===== src/dac_regs_pkg.sv =====
/*
  Shared constants of the converter code and margin register bank:
  register offsets, field positions, reset values, operation commands,
  power-down selections and slew timing.
  Assumes a register access port driven by a bus front end in the same
  clock domain; nothing else is needed to compile it.
*/
package dac_regs_pkg;
  // ---------------------------------------------------------------
  // register offsets
  // ---------------------------------------------------------------
  localparam logic [7:0] OFS_OPERATION   = 8'h01;
  localparam logic [7:0] OFS_OUTPUT_CODE = 8'h21;
  localparam logic [7:0] OFS_UPPER_MARG  = 8'h25;
  localparam logic [7:0] OFS_LOWER_MARG  = 8'h26;
  localparam logic [7:0] OFS_BUS_STATUS  = 8'h78;
  // ---------------------------------------------------------------
  // field layout and reset values
  // ---------------------------------------------------------------
  localparam int         CODE_MSB        = 11;
  localparam int         CODE_LSB        = 2;
  localparam int         CMD_MSB         = 15;
  localparam int         CMD_LSB         = 8;
  localparam int         FAULT_BIT       = 9;
  localparam logic [9:0] CODE_RESET      = 10'h000;
  localparam logic [7:0] CMD_RESET       = 8'h00;
  // ---------------------------------------------------------------
  // operation commands
  // ---------------------------------------------------------------
  localparam logic [7:0] CMD_TURN_OFF    = 8'h00;
  localparam logic [7:0] CMD_TURN_ON     = 8'h80;
  localparam logic [7:0] CMD_MARGIN_HIGH = 8'hA4;
  localparam logic [7:0] CMD_MARGIN_LOW  = 8'h94;
  // ---------------------------------------------------------------
  // power-down selection and slew timing
  // ---------------------------------------------------------------
  localparam logic [1:0] PDN_POWER_UP    = 2'h0;
  localparam logic [1:0] PDN_HIGH_Z      = 2'h2;
  localparam int         CLOCK_HZ        = 20_000_000;
  localparam int         SLEW_STEP_NS    = 25_600;
  localparam int         SLEW_STEP_CYC   = SLEW_STEP_NS / (1_000_000_000 / CLOCK_HZ);
  localparam logic [9:0] SLEW_STEP_LSB   = 10'h001;
endpackage : dac_regs_pkg


===== src/code_slewer.sv =====
/*
  Code slew engine: walks the active converter code toward a target by
  a fixed step once per slew interval, or jumps when told to.
  Assumes clock, reset and clock enable shared with the register bank.
*/
module code_slewer
  import dac_regs_pkg::*;
#(
  parameter int         STEP_CYC = SLEW_STEP_CYC,
  parameter logic [9:0] STEP     = SLEW_STEP_LSB
) (
  input  wire logic       clock,
  input  wire logic       reset,
  input  wire logic       clockEnable,
  input  wire logic       jump,
  input  wire logic [9:0] jumpCode,
  input  wire logic       slewStart,
  input  wire logic [9:0] slewTarget,
  output logic      [9:0] code_r,
  output logic            slewing_r
);
  logic [15:0] tick_r;
  logic [9:0]  target_r;

  // -----------------------------------------------------------------
  // step toward target; a direct jump overrides any slew in flight
  // -----------------------------------------------------------------
  always_ff @(posedge clock) begin
    if (reset) begin
      code_r    <= CODE_RESET;
      target_r  <= CODE_RESET;
      slewing_r <= 1'b0;
      tick_r    <= 16'h0000;
    end else if (clockEnable) begin
      if (jump) begin
        code_r    <= jumpCode;
        slewing_r <= 1'b0;
      end else if (slewStart) begin
        target_r  <= slewTarget;
        slewing_r <= 1'b1;
        tick_r    <= 16'h0000;
      end else if (slewing_r) begin
        if (code_r == target_r) begin
          slewing_r <= 1'b0;
        end else if (tick_r == 16'(STEP_CYC - 1)) begin
          tick_r <= 16'h0000;
          // clamp so a large step never overshoots the target
          if (code_r < target_r) begin
            code_r <= (target_r - code_r > STEP) ? code_r + STEP : target_r;
          end else begin
            code_r <= (code_r - target_r > STEP) ? code_r - STEP : target_r;
          end
        end else begin
          tick_r <= tick_r + 16'h0001;
        end
      end
    end
  end
endmodule : code_slewer


===== src/dac_code_margin_regs.sv =====
/*
  Register bank of a single-channel voltage-output converter: output
  code, upper and lower margin codes, operation command and bus status.
  Assumes a same-clock register port from the serial bus front end,
  which also pulses protocolError on any framing or timing fault.
*/
// Overview of operation
// - code register write sets output immediately
// - codes left aligned bits 11..2, rest ignored
// - eight-bit code uses upper eight field bits
// - upper margin holds margin-high target, resets zero
// - lower margin holds margin-low target code
// - command 00h off, 80h on, readable
// - command A4h moves output to upper margin
// - command 94h moves output to lower margin
// - bus protocol errors set fault bit 9
// - fault reads back in bit 9, cleared by writing one
// - code registers write-only, reset zero, read zero
// - margin trigger bits self-clear on arrival
module dac_code_margin_regs
  import dac_regs_pkg::*;
#(
  parameter int CODE_BITS = 10 // 10 or 8
) (
  input  wire logic        clock,
  input  wire logic        reset,
  input  wire logic        clockEnable,
  input  wire logic        regWrite,
  input  wire logic        regRead,
  input  wire logic [7:0]  regAddr,
  input  wire logic [15:0] regWdata,
  input  wire logic        protocolError,
  input  wire logic [1:0]  powerdownMode,
  output logic      [15:0] regRdata_r,
  output logic      [9:0]  activeCode_r,
  output logic      [1:0]  outputPowerdownSelect_r,
  output logic             commFaultFlag_r,
  output logic             marginHighBusy_r,
  output logic             marginLowBusy_r
);
  logic [9:0] outputCode_r;
  logic [9:0] upperMargin_r;
  logic [9:0] lowerMargin_r;
  logic [7:0] opCommand_r;
  logic [9:0] slewCode;
  logic       slewing;
  logic       wrCode;
  logic       wrCmd;
  logic       startHigh;
  logic       startLow;

  // -----------------------------------------------------------------
  // field extraction
  // -----------------------------------------------------------------
  // eight-bit parts drop the two lowest field bits as don't care
  function automatic logic [9:0] codeField(input logic [15:0] w);
    logic [9:0] c;
    c = w[CODE_MSB:CODE_LSB];
    if (CODE_BITS == 8) begin
      c[1:0] = 2'h0;
    end
    return c;
  endfunction : codeField

  assign wrCode    = clockEnable && regWrite && regAddr == OFS_OUTPUT_CODE;
  assign wrCmd     = clockEnable && regWrite && regAddr == OFS_OPERATION;
  assign startHigh = wrCmd && regWdata[CMD_MSB:CMD_LSB] == CMD_MARGIN_HIGH;
  assign startLow  = wrCmd && regWdata[CMD_MSB:CMD_LSB] == CMD_MARGIN_LOW;

  // -----------------------------------------------------------------
  // write-only code registers
  // -----------------------------------------------------------------
  always_ff @(posedge clock) begin
    if (reset) begin
      outputCode_r  <= CODE_RESET;
      upperMargin_r <= CODE_RESET;
      lowerMargin_r <= CODE_RESET;
    end else if (clockEnable && regWrite) begin
      case (regAddr)
        OFS_OUTPUT_CODE: outputCode_r  <= codeField(regWdata);
        OFS_UPPER_MARG:  upperMargin_r <= codeField(regWdata);
        OFS_LOWER_MARG:  lowerMargin_r <= codeField(regWdata);
        default: ;
      endcase
    end
  end

  // -----------------------------------------------------------------
  // operation command and power state
  // -----------------------------------------------------------------
  always_ff @(posedge clock) begin
    if (reset) begin
      opCommand_r             <= CMD_RESET;
      outputPowerdownSelect_r <= PDN_HIGH_Z;
    end else if (wrCmd) begin
      opCommand_r <= regWdata[CMD_MSB:CMD_LSB];
      case (regWdata[CMD_MSB:CMD_LSB])
        CMD_TURN_OFF: outputPowerdownSelect_r <= powerdownMode;
        CMD_TURN_ON:  outputPowerdownSelect_r <= PDN_POWER_UP;
        default: ;
      endcase
    end
  end

  // -----------------------------------------------------------------
  // slew engine drives the active code
  // -----------------------------------------------------------------
  code_slewer u_slewer (
    .clock       (clock),
    .reset       (reset),
    .clockEnable (clockEnable),
    .jump        (wrCode),
    .jumpCode    (codeField(regWdata)),
    .slewStart   (startHigh || startLow),
    .slewTarget  (startHigh ? upperMargin_r : lowerMargin_r),
    .code_r      (slewCode),
    .slewing_r   (slewing)
  );
  always_ff @(posedge clock) begin
    if (reset) begin
      activeCode_r <= CODE_RESET;
    end else if (clockEnable) begin
      activeCode_r <= slewCode;
    end
  end

  // -----------------------------------------------------------------
  // margin trigger bits, cleared when the code arrives
  // -----------------------------------------------------------------
  always_ff @(posedge clock) begin
    if (reset) begin
      marginHighBusy_r <= 1'b0;
      marginLowBusy_r  <= 1'b0;
    end else if (clockEnable) begin
      if (startHigh || startLow || wrCode) begin
        marginHighBusy_r <= startHigh;
        marginLowBusy_r  <= startLow;
      end else if (!slewing) begin
        marginHighBusy_r <= 1'b0;
        marginLowBusy_r  <= 1'b0;
      end
    end
  end

  // -----------------------------------------------------------------
  // communication fault flag: set wins over the write-one clear
  // -----------------------------------------------------------------
  always_ff @(posedge clock) begin
    if (reset) begin
      commFaultFlag_r <= 1'b0;
    end else if (clockEnable) begin
      if (protocolError) begin
        commFaultFlag_r <= 1'b1;
      end else if (regWrite && regAddr == OFS_BUS_STATUS
                   && regWdata[FAULT_BIT]) begin
        commFaultFlag_r <= 1'b0;
      end
    end
  end

  // -----------------------------------------------------------------
  // read data; write-only registers read as zero
  // -----------------------------------------------------------------
  always_ff @(posedge clock) begin
    if (reset) begin
      regRdata_r <= 16'h0000;
    end else if (clockEnable && regRead) begin
      regRdata_r <= 16'h0000;
      case (regAddr)
        OFS_OPERATION:  regRdata_r[CMD_MSB:CMD_LSB] <= opCommand_r;
        OFS_BUS_STATUS: regRdata_r[FAULT_BIT] <= commFaultFlag_r;
        default: ;
      endcase
    end
  end

  // -----------------------------------------------------------------
  // checks
  // -----------------------------------------------------------------
  // the output stage only copies the slewer while clock enable is high
  property p_codeWrite;
    @(posedge clock) disable iff (reset)
      wrCode ##1 clockEnable
      |=> activeCode_r == $past(codeField(regWdata), 2);
  endproperty
  a_codeWrite: assert property (p_codeWrite) else $error("code write lost");
  property p_faultSet;
    @(posedge clock) disable iff (reset)
      clockEnable && protocolError |=> commFaultFlag_r;
  endproperty
  a_faultSet: assert property (p_faultSet) else $error("fault not set");
  property p_faultClear;
    @(posedge clock) disable iff (reset)
      clockEnable && !protocolError && regWrite && regAddr == OFS_BUS_STATUS
      && regWdata[FAULT_BIT] |=> !commFaultFlag_r;
  endproperty
  a_faultClear: assert property (p_faultClear) else $error("no clear");
  property p_faultSticky;
    @(posedge clock) disable iff (reset)
      commFaultFlag_r && !(regWrite && regAddr == OFS_BUS_STATUS)
      |=> commFaultFlag_r;
  endproperty
  a_faultSticky: assert property (p_faultSticky) else $error("fault lost");
  property p_turnOn;
    @(posedge clock) disable iff (reset)
      wrCmd && regWdata[CMD_MSB:CMD_LSB] == CMD_TURN_ON
      |=> outputPowerdownSelect_r == PDN_POWER_UP;
  endproperty
  a_turnOn: assert property (p_turnOn) else $error("not powered up");
  property p_marginHighFlag;
    @(posedge clock) disable iff (reset)
      startHigh |=> marginHighBusy_r && !marginLowBusy_r;
  endproperty
  a_marginHighFlag: assert property (p_marginHighFlag) else $error("high");
  property p_marginLowFlag;
    @(posedge clock) disable iff (reset)
      startLow |=> marginLowBusy_r && !marginHighBusy_r;
  endproperty
  a_marginLowFlag: assert property (p_marginLowFlag) else $error("low");
  property p_selfClear;
    @(posedge clock) disable iff (reset)
      clockEnable && marginHighBusy_r && !slewing && !wrCmd && !wrCode
      |=> !marginHighBusy_r;
  endproperty
  a_selfClear: assert property (p_selfClear) else $error("no self clear");
  property p_readZero;
    @(posedge clock) disable iff (reset)
      clockEnable && regRead && regAddr == OFS_OUTPUT_CODE
      |=> regRdata_r == 16'h0000;
  endproperty
  a_readZero: assert property (p_readZero) else $error("wo read");
  property p_freeze;
    @(posedge clock) disable iff (reset)
      !clockEnable |=> $stable(activeCode_r) && $stable(commFaultFlag_r);
  endproperty
  a_freeze: assert property (p_freeze) else $error("moved while frozen");
  c_margin: cover property (@(posedge clock) marginHighBusy_r ##1 !marginHighBusy_r);
  c_fault:  cover property (@(posedge clock) protocolError ##1 commFaultFlag_r);
  c_setWins: cover property (@(posedge clock) clockEnable && protocolError
    && regWrite && regAddr == OFS_BUS_STATUS && regWdata[FAULT_BIT]);
  c_off:    cover property (@(posedge clock) wrCmd && regWdata[15:8] == 8'h00);
endmodule : dac_code_margin_regs


===== config.mk =====
export PLATFORM = sky130hd
export DESIGN_NAME = dac_code_margin_regs
export DESIGN_NICKNAME = d
export VERILOG_FILES = /design/src/dac_regs_pkg.sv /design/src/code_slewer.sv /design/src/dac_code_margin_regs.sv
export SDC_FILE = /design/constraint.sdc
export NUM_CORES = 1
export LEC_CHECK = 0
export BUFFER_PORTS_ARGS = -buffer_cell sky130_fd_sc_hd__buf_2
export CAP_MARGIN = 20
export CELL_PAD_IN_SITES_DETAIL_PLACEMENT = 0
export CELL_PAD_IN_SITES_GLOBAL_PLACEMENT = 1
export CORE_MARGIN = 2
export CORE_UTILIZATION = 44
export CTS_CLUSTER_DIAMETER = 60
export DETAILED_ROUTE_END_ITERATION = 16
export GPL_TIMING_DRIVEN = 0
export MAX_ROUTING_LAYER = met4
export PLACE_DENSITY_LB_ADDON = 0.15
export SYNTH_ARGS = -nofsm -noshare
export SYNTH_HDL_FRONTEND = slang
export SYNTH_SLANG_ARGS = --single-unit

===== constraint.sdc =====
create_clock -name clock -period 3.9 [get_ports clock]
set_clock_uncertainty 0.15 [all_clocks]
set_input_delay 0.195 -clock clock [delete_from_list [all_inputs] [get_ports clock]]
set_output_delay 0.195 -clock clock [all_outputs]
set_load 0.01 [all_outputs]

=== Word-level counts from Yosys, hierarchy flattened ===
Cells that the tools add are included.

* Register bits after elaboration: 88
* Output and inout bits: 31
* Word-level logic and storage cells: 86

* Add/sub/neg operators: 5
* Magnitude comparators: 3
* Equality and inequality tests: 14
* Mux-type cells: 26
* Bitwise operators: 1
* Reductions and logical operators: 24

{| class="wikitable"
|+ Operators with widths
! operator !! count
|-
| 10-bit two-way mux || 9
|-
| 16-bit two-way mux || 4
|-
| 8-bit by 6-bit equality test with 1-bit output, second input constant || 3
|-
| 8-bit equality test, second input constant || 3
|-
| 10-bit by 1-bit greater-than comparator with 1-bit output, second input constant || 2
|-
| 10-bit subtractor || 2
|-
| 16-bit by 1-bit adder with 16-bit output, second input constant || 1
|-
| 16-bit by 9-bit equality test with 1-bit output, second input constant || 1
|-
| 10-bit by 1-bit adder with 10-bit output, second input constant || 1
|-
| 10-bit equality test || 1
|-
| 10-bit < comparator || 1
|-
| 1-bit two-way mux || 10
|-
| 2-bit AND reduction || 5
|-
| 2-bit nonzero test || 5
|-
| 10-bit by 1-bit subtractor with 10-bit output, second input constant || 1
|-
| 8-bit by 1-bit equality test with 1-bit output, second input constant || 1
|-
| 8-bit by 7-bit equality test with 1-bit output, second input constant || 1
|-
| 1-bit logical AND || 8
|-
| 8-bit logical NOT || 1
|-
| 6-bit two-way mux || 1
|-
| 2-bit inequality test, second input constant || 3
|-
| 5-bit AND reduction || 1
|-
| 2-bit one-hot mux with 2 select lines || 1
|-
| 4-bit AND reduction || 1
|-
| 5 further kinds || 6
|}

=== Depth between registers and ports, before layout ===
* Depth in word-level cells: 9
* Gate-level depth with buffers: 15
* Depth with buffers taken out: 12

=== By module ===
Synthesis repeated with hierarchy kept, for this count alone.

* Cell total of the unflattened synthesis: 652
* Area, all modules: 5377.7 um^2

{| class="wikitable"
|+ Modules (own cells, without submodules)
! module !! instances !! cells an instance !! area each (um^2) !! seq. area each (um^2)
|-
| code_slewer || 1 || 419 || 3181.8 || 740.7
|-
| dac_code_margin_regs || 1 || 233 || 2195.9 || 1021.0
|}

=== Worst setup path after synthesis ===
OpenSTA, ideal clock, no wires.

* Path type: register to register
* From: register u_slewer.code_r[2]
* To: register u_slewer.code_r[0]
* Setup time: 0.131 ns
* Arrival time: 3.108 ns
* Required time: 3.619 ns
* Path slack: 0.511 ns
* Cell stages (with the launch flop): 15
* Path buffers: 3
* Path through: dfxtp_1 clkbuf_1 inv_1 ha_1 buf_6 nand2b_4 a21oi_2 nor2b_4 or4_1 a21o_1 or4_1 buf_2 mux2_4 mux2i_1 o22ai_1

* Cells in the longest elaborated chain, start to end: 9

{| class="wikitable"
|+ RTL lines
! element !! RTL line !! text
|-
| from (decl) || code_slewer.sv:19 || <nowiki>output logic [9:0] code_r,</nowiki>
|-
| from (signal assigned) || code_slewer.sv:36 || <nowiki>code_r <= jumpCode;</nowiki>
|-
| from (signal assigned) || code_slewer.sv:49 || <nowiki>code_r <= (target_r - code_r > STEP) ? code_r + STEP : target_r;</nowiki>
|-
| from (signal assigned) || code_slewer.sv:51 || <nowiki>code_r <= (code_r - target_r > STEP) ? code_r - STEP : target_r;</nowiki>
|-
| 10-bit subtractor (on tied branches) || code_slewer.sv:51, code_slewer.sv:49 ||
|-
| 10-bit by 1-bit greater-than comparator with 1-bit output (on tied branches) || code_slewer.sv:51, code_slewer.sv:49 ||
|-
| 10-bit two-way mux (on tied branches) || code_slewer.sv:51, code_slewer.sv:49 ||
|-
| 10-bit two-way mux || code_slewer.sv:48 || <nowiki>if (code_r < target_r) begin</nowiki>
|-
| 10-bit two-way mux || code_slewer.sv:45 || <nowiki>end else if (tick_r == 16'(STEP_CYC - 1)) begin</nowiki>
|-
| 10-bit two-way mux || code_slewer.sv:43 || <nowiki>if (code_r == target_r) begin</nowiki>
|-
| 10-bit two-way mux || code_slewer.sv:42 || <nowiki>end else if (slewing_r) begin</nowiki>
|-
| 10-bit two-way mux || code_slewer.sv:38 || <nowiki>end else if (slewStart) begin</nowiki>
|-
| 10-bit two-way mux || code_slewer.sv:35 || <nowiki>if (jump) begin</nowiki>
|}

Parallel ways exist; a longest one is shown, timed or not. The select of a mux whose other input is x is not followed.
A chain may end at the register's enable or synchronous reset.

=== Worst setup path after layout ===
* From: register u_slewer.code_r[4]
* To: register u_slewer.code_r[0]

Same word-level chain as after synthesis.

==> qor.yml <==
dp_hpwl_um: 11530
ir_worst_vdd_uv: 222.5
slew_viol_final: 0
worst-setup-path-type: "flop to flop"
setup_viol: 0
fmaxAchievable_mhz: 274.5
synth_seq_cells: 88
antenna_left: 0
final_nets: 818
crit_path_start_kind: "flop"
final_cell_mix: "nand2_1, dfxtp_1, nor2_1, a21oi_1, buf_2"
clkLatencyLatePin_ns: 0.35
clock_path_buffers: 2
grt-ovfl-total: 0
worstPathRequired_ns: 3.96
status: "finished clean"
dr.pass1.iters: 5
yosys_warnings: 0
critPathMaxFanout: 9
grt_pass1_vias: 4911
grt_use_total_pct: 25.62
end_kind: "flop"
antenna_found_initial: 0
drv_cap: 0
areaGrowthSynthToFinish_pct: 17.19
tightest_slew_ns: 0.8551
dr_total_vias: 5136
io_buffers: 52
rsz0062_at_grt: "false"
drt-total-wl_um: 15330
synth_edf_count: 0
final_cell_count_no_fill: 914
drive_gt1_share_pct: 14.99
postCtsSetupBuffers: 0
hold_viol: 0
gp_congestion: 0.9357
antenna-diode-count: 0
clockRootBuffer: "clkbuf_16"
initial_core_util_pct: 44.68
async_flop_share_pct: 0
arrival_ns: 3.71
cts_buffers: 9
drc: 0
place_inst: 885
p_leak_nw: 2.539
grt_max_degree: 17
tns_ns: 0
netlist.top_cell.by_area: "dfxtp_1"
relSlewSlack_pct: 42.87
postSynthCellCount: 678
final_common_cell: "nand2_1"
hold_path_class: "input pin to flop"
yosysSeqAreaShare_pct: 33.24
viasPerCell: 5.619
whs_ns: 0.01889
ys_types: 75
coreArea_um2: 11860
min_period_over_period_pct: 93.40
utilization_pct: 52.36
path_clk_slew_ns: 0.07
cts_tree: "done"
post-route-min-period_ns: 3.642
ctsHtreeMaxLevel: 3
wl_per_cell_um: 16.77
p_per_area_nw_per_um2: 296.6
syn_area_per_cell_um2: 7.817
syn_area_um2: 5300
synth_top_area_share_pct: 33.24
drtIter0Drc: 407
die_h_um: 113.8
synth_top_flop_cell: "dfxtp_1"
synth_area_leaders: "dfxtp_1, nand2_1, a21oi_1"
io-pin-count: 63
grt_pass1_wl_um: 25350
rows: 40
cts_sinks: 88
die_area_um2: 12940
die_w_um: 113.8
[what timing repair did]
action,in CTS,in global routing
endpoints found under the hold margin,19,0
hold buffers,13,0
pin swaps,0,0
setup endpoints to repair,1,10
gates resized for setup,1,9
[final timing paths]
kind	from	end	slack (ns)	cells after the start
max	u_slewer.code_r[4]	u_slewer.code_r[0]	0.26	12
min	regWdata[11]	opCommand_r[3]	0.02	3
max reg2reg	u_slewer.code_r[4]	u_slewer.code_r[0]	0.26	12
min reg2reg	upperMargin_r[6]	upperMargin_r[6]	0.30	2
[routing by layer]
| layer | GRT usage (%) | routed length [um] | share of wire [%] |
|---|---|---|---|
| met4 | 12.36 | 550 | 3.6 |
| met1 | 31.81 | 6768 | 44 |
| met3 | 3.719 | 773 | 5.0 |
| met2 | 41.12 | 7234 | 47 |
| met5 | - | 0 | 0 |
[critical path, cell delays in order, from the launching register on]
cell	delay (ns)
dfxtp_1	0.52
inv_1	0.15
ha_1	0.38
a21oi_1	0.28
o21ai_1	0.14
a211o_1	0.32
a211oi_2	0.23
xnor2_1	0.14
or4_1	0.41
buf_2	0.20
mux2_4	0.33
mux2i_1	0.16
o22ai_1	0.09
[synthesized netlist by cell type (17+ instances only)]
| library cell | number |
|---|---|
| dfxtp_1 | 88 |
| nand2_1 | 88 |
| nor2_1 | 79 |
| a21oi_1 | 62 |
| inv_1 | 28 |
| nand3_1 | 28 |
| mux2i_1 | 26 |
| clkbuf_1 | 23 |
| ha_1 | 22 |
| a211oi_1 | 17 |
| nor3_1 | 17 |
[state kept, by name, summed over array words and instances, names as in the netlist, 2 cells and up]
name / count
u_slewer.target_r: 10
opCommand_r: 8
u_slewer.tick_r: 16
upperMargin_r: 10
activeCode_r: 10
outputPowerdownSelect_r: 2
u_slewer.code_r: 10
regRdata_r: 8
lowerMargin_r: 10
[layout make-up]
cell class                      instances  area [um2]
Inverter                               28       105.1
Clock buffer                           10       239.0
Fill cell                            1176        5650
Tap cell                              147       183.9
Timing Repair Buffer                   66       395.4
Buffer                                 47       240.2
Clock inverter                          6       50.05
Sequential cell                        88        1765
Multi-Input combinational cell        522        3232
[stage by stage]
| stage | cell area [um2] | total power, W | setup WS (ns) |
|---|---|---|---|
| 6_report | 6211 | 0.001842 | 0.2575 |
| 5_1_grt | 6211 | 0.001904 | 0.009288 |
| 4_1_cts | 6203 | 0.001853 | 0.08594 |
| 3_5_place_dp | 5776 | 0.001019 | -0.05476 |
| 3_3_place_gp | 5771 | 0.001018 | 0.01104 |
| 2_1_floorplan | 5326 | 0.0009729 | 0.5114 |
[cell families (layout without fill, tap and decap cells)]
family | count (synthesis) | in the layout | synth area share (%)
compound gates | 158 | 158 | 19.55
flops | 88 | 88 | 33.24
buf+inv | 75 | 157 | 6.444
fa+ha+maj | 24 | 24 | 5.949
xor+xnor | 22 | 22 | 3.636
simple gates | 282 | 282 | 25.71
other cells | 1 | 8 | 0.07075
mux | 28 | 28 | 5.406
[where the power goes]
group          switching (W)  internal, W  leakage, nW
clock               0.000377     0.000456        0.136
combinational      0.0000664    0.0000422         1.69
sequential        0.00000120     0.000900        0.710
No activity file was read; power rests on OpenSTA's default activity.
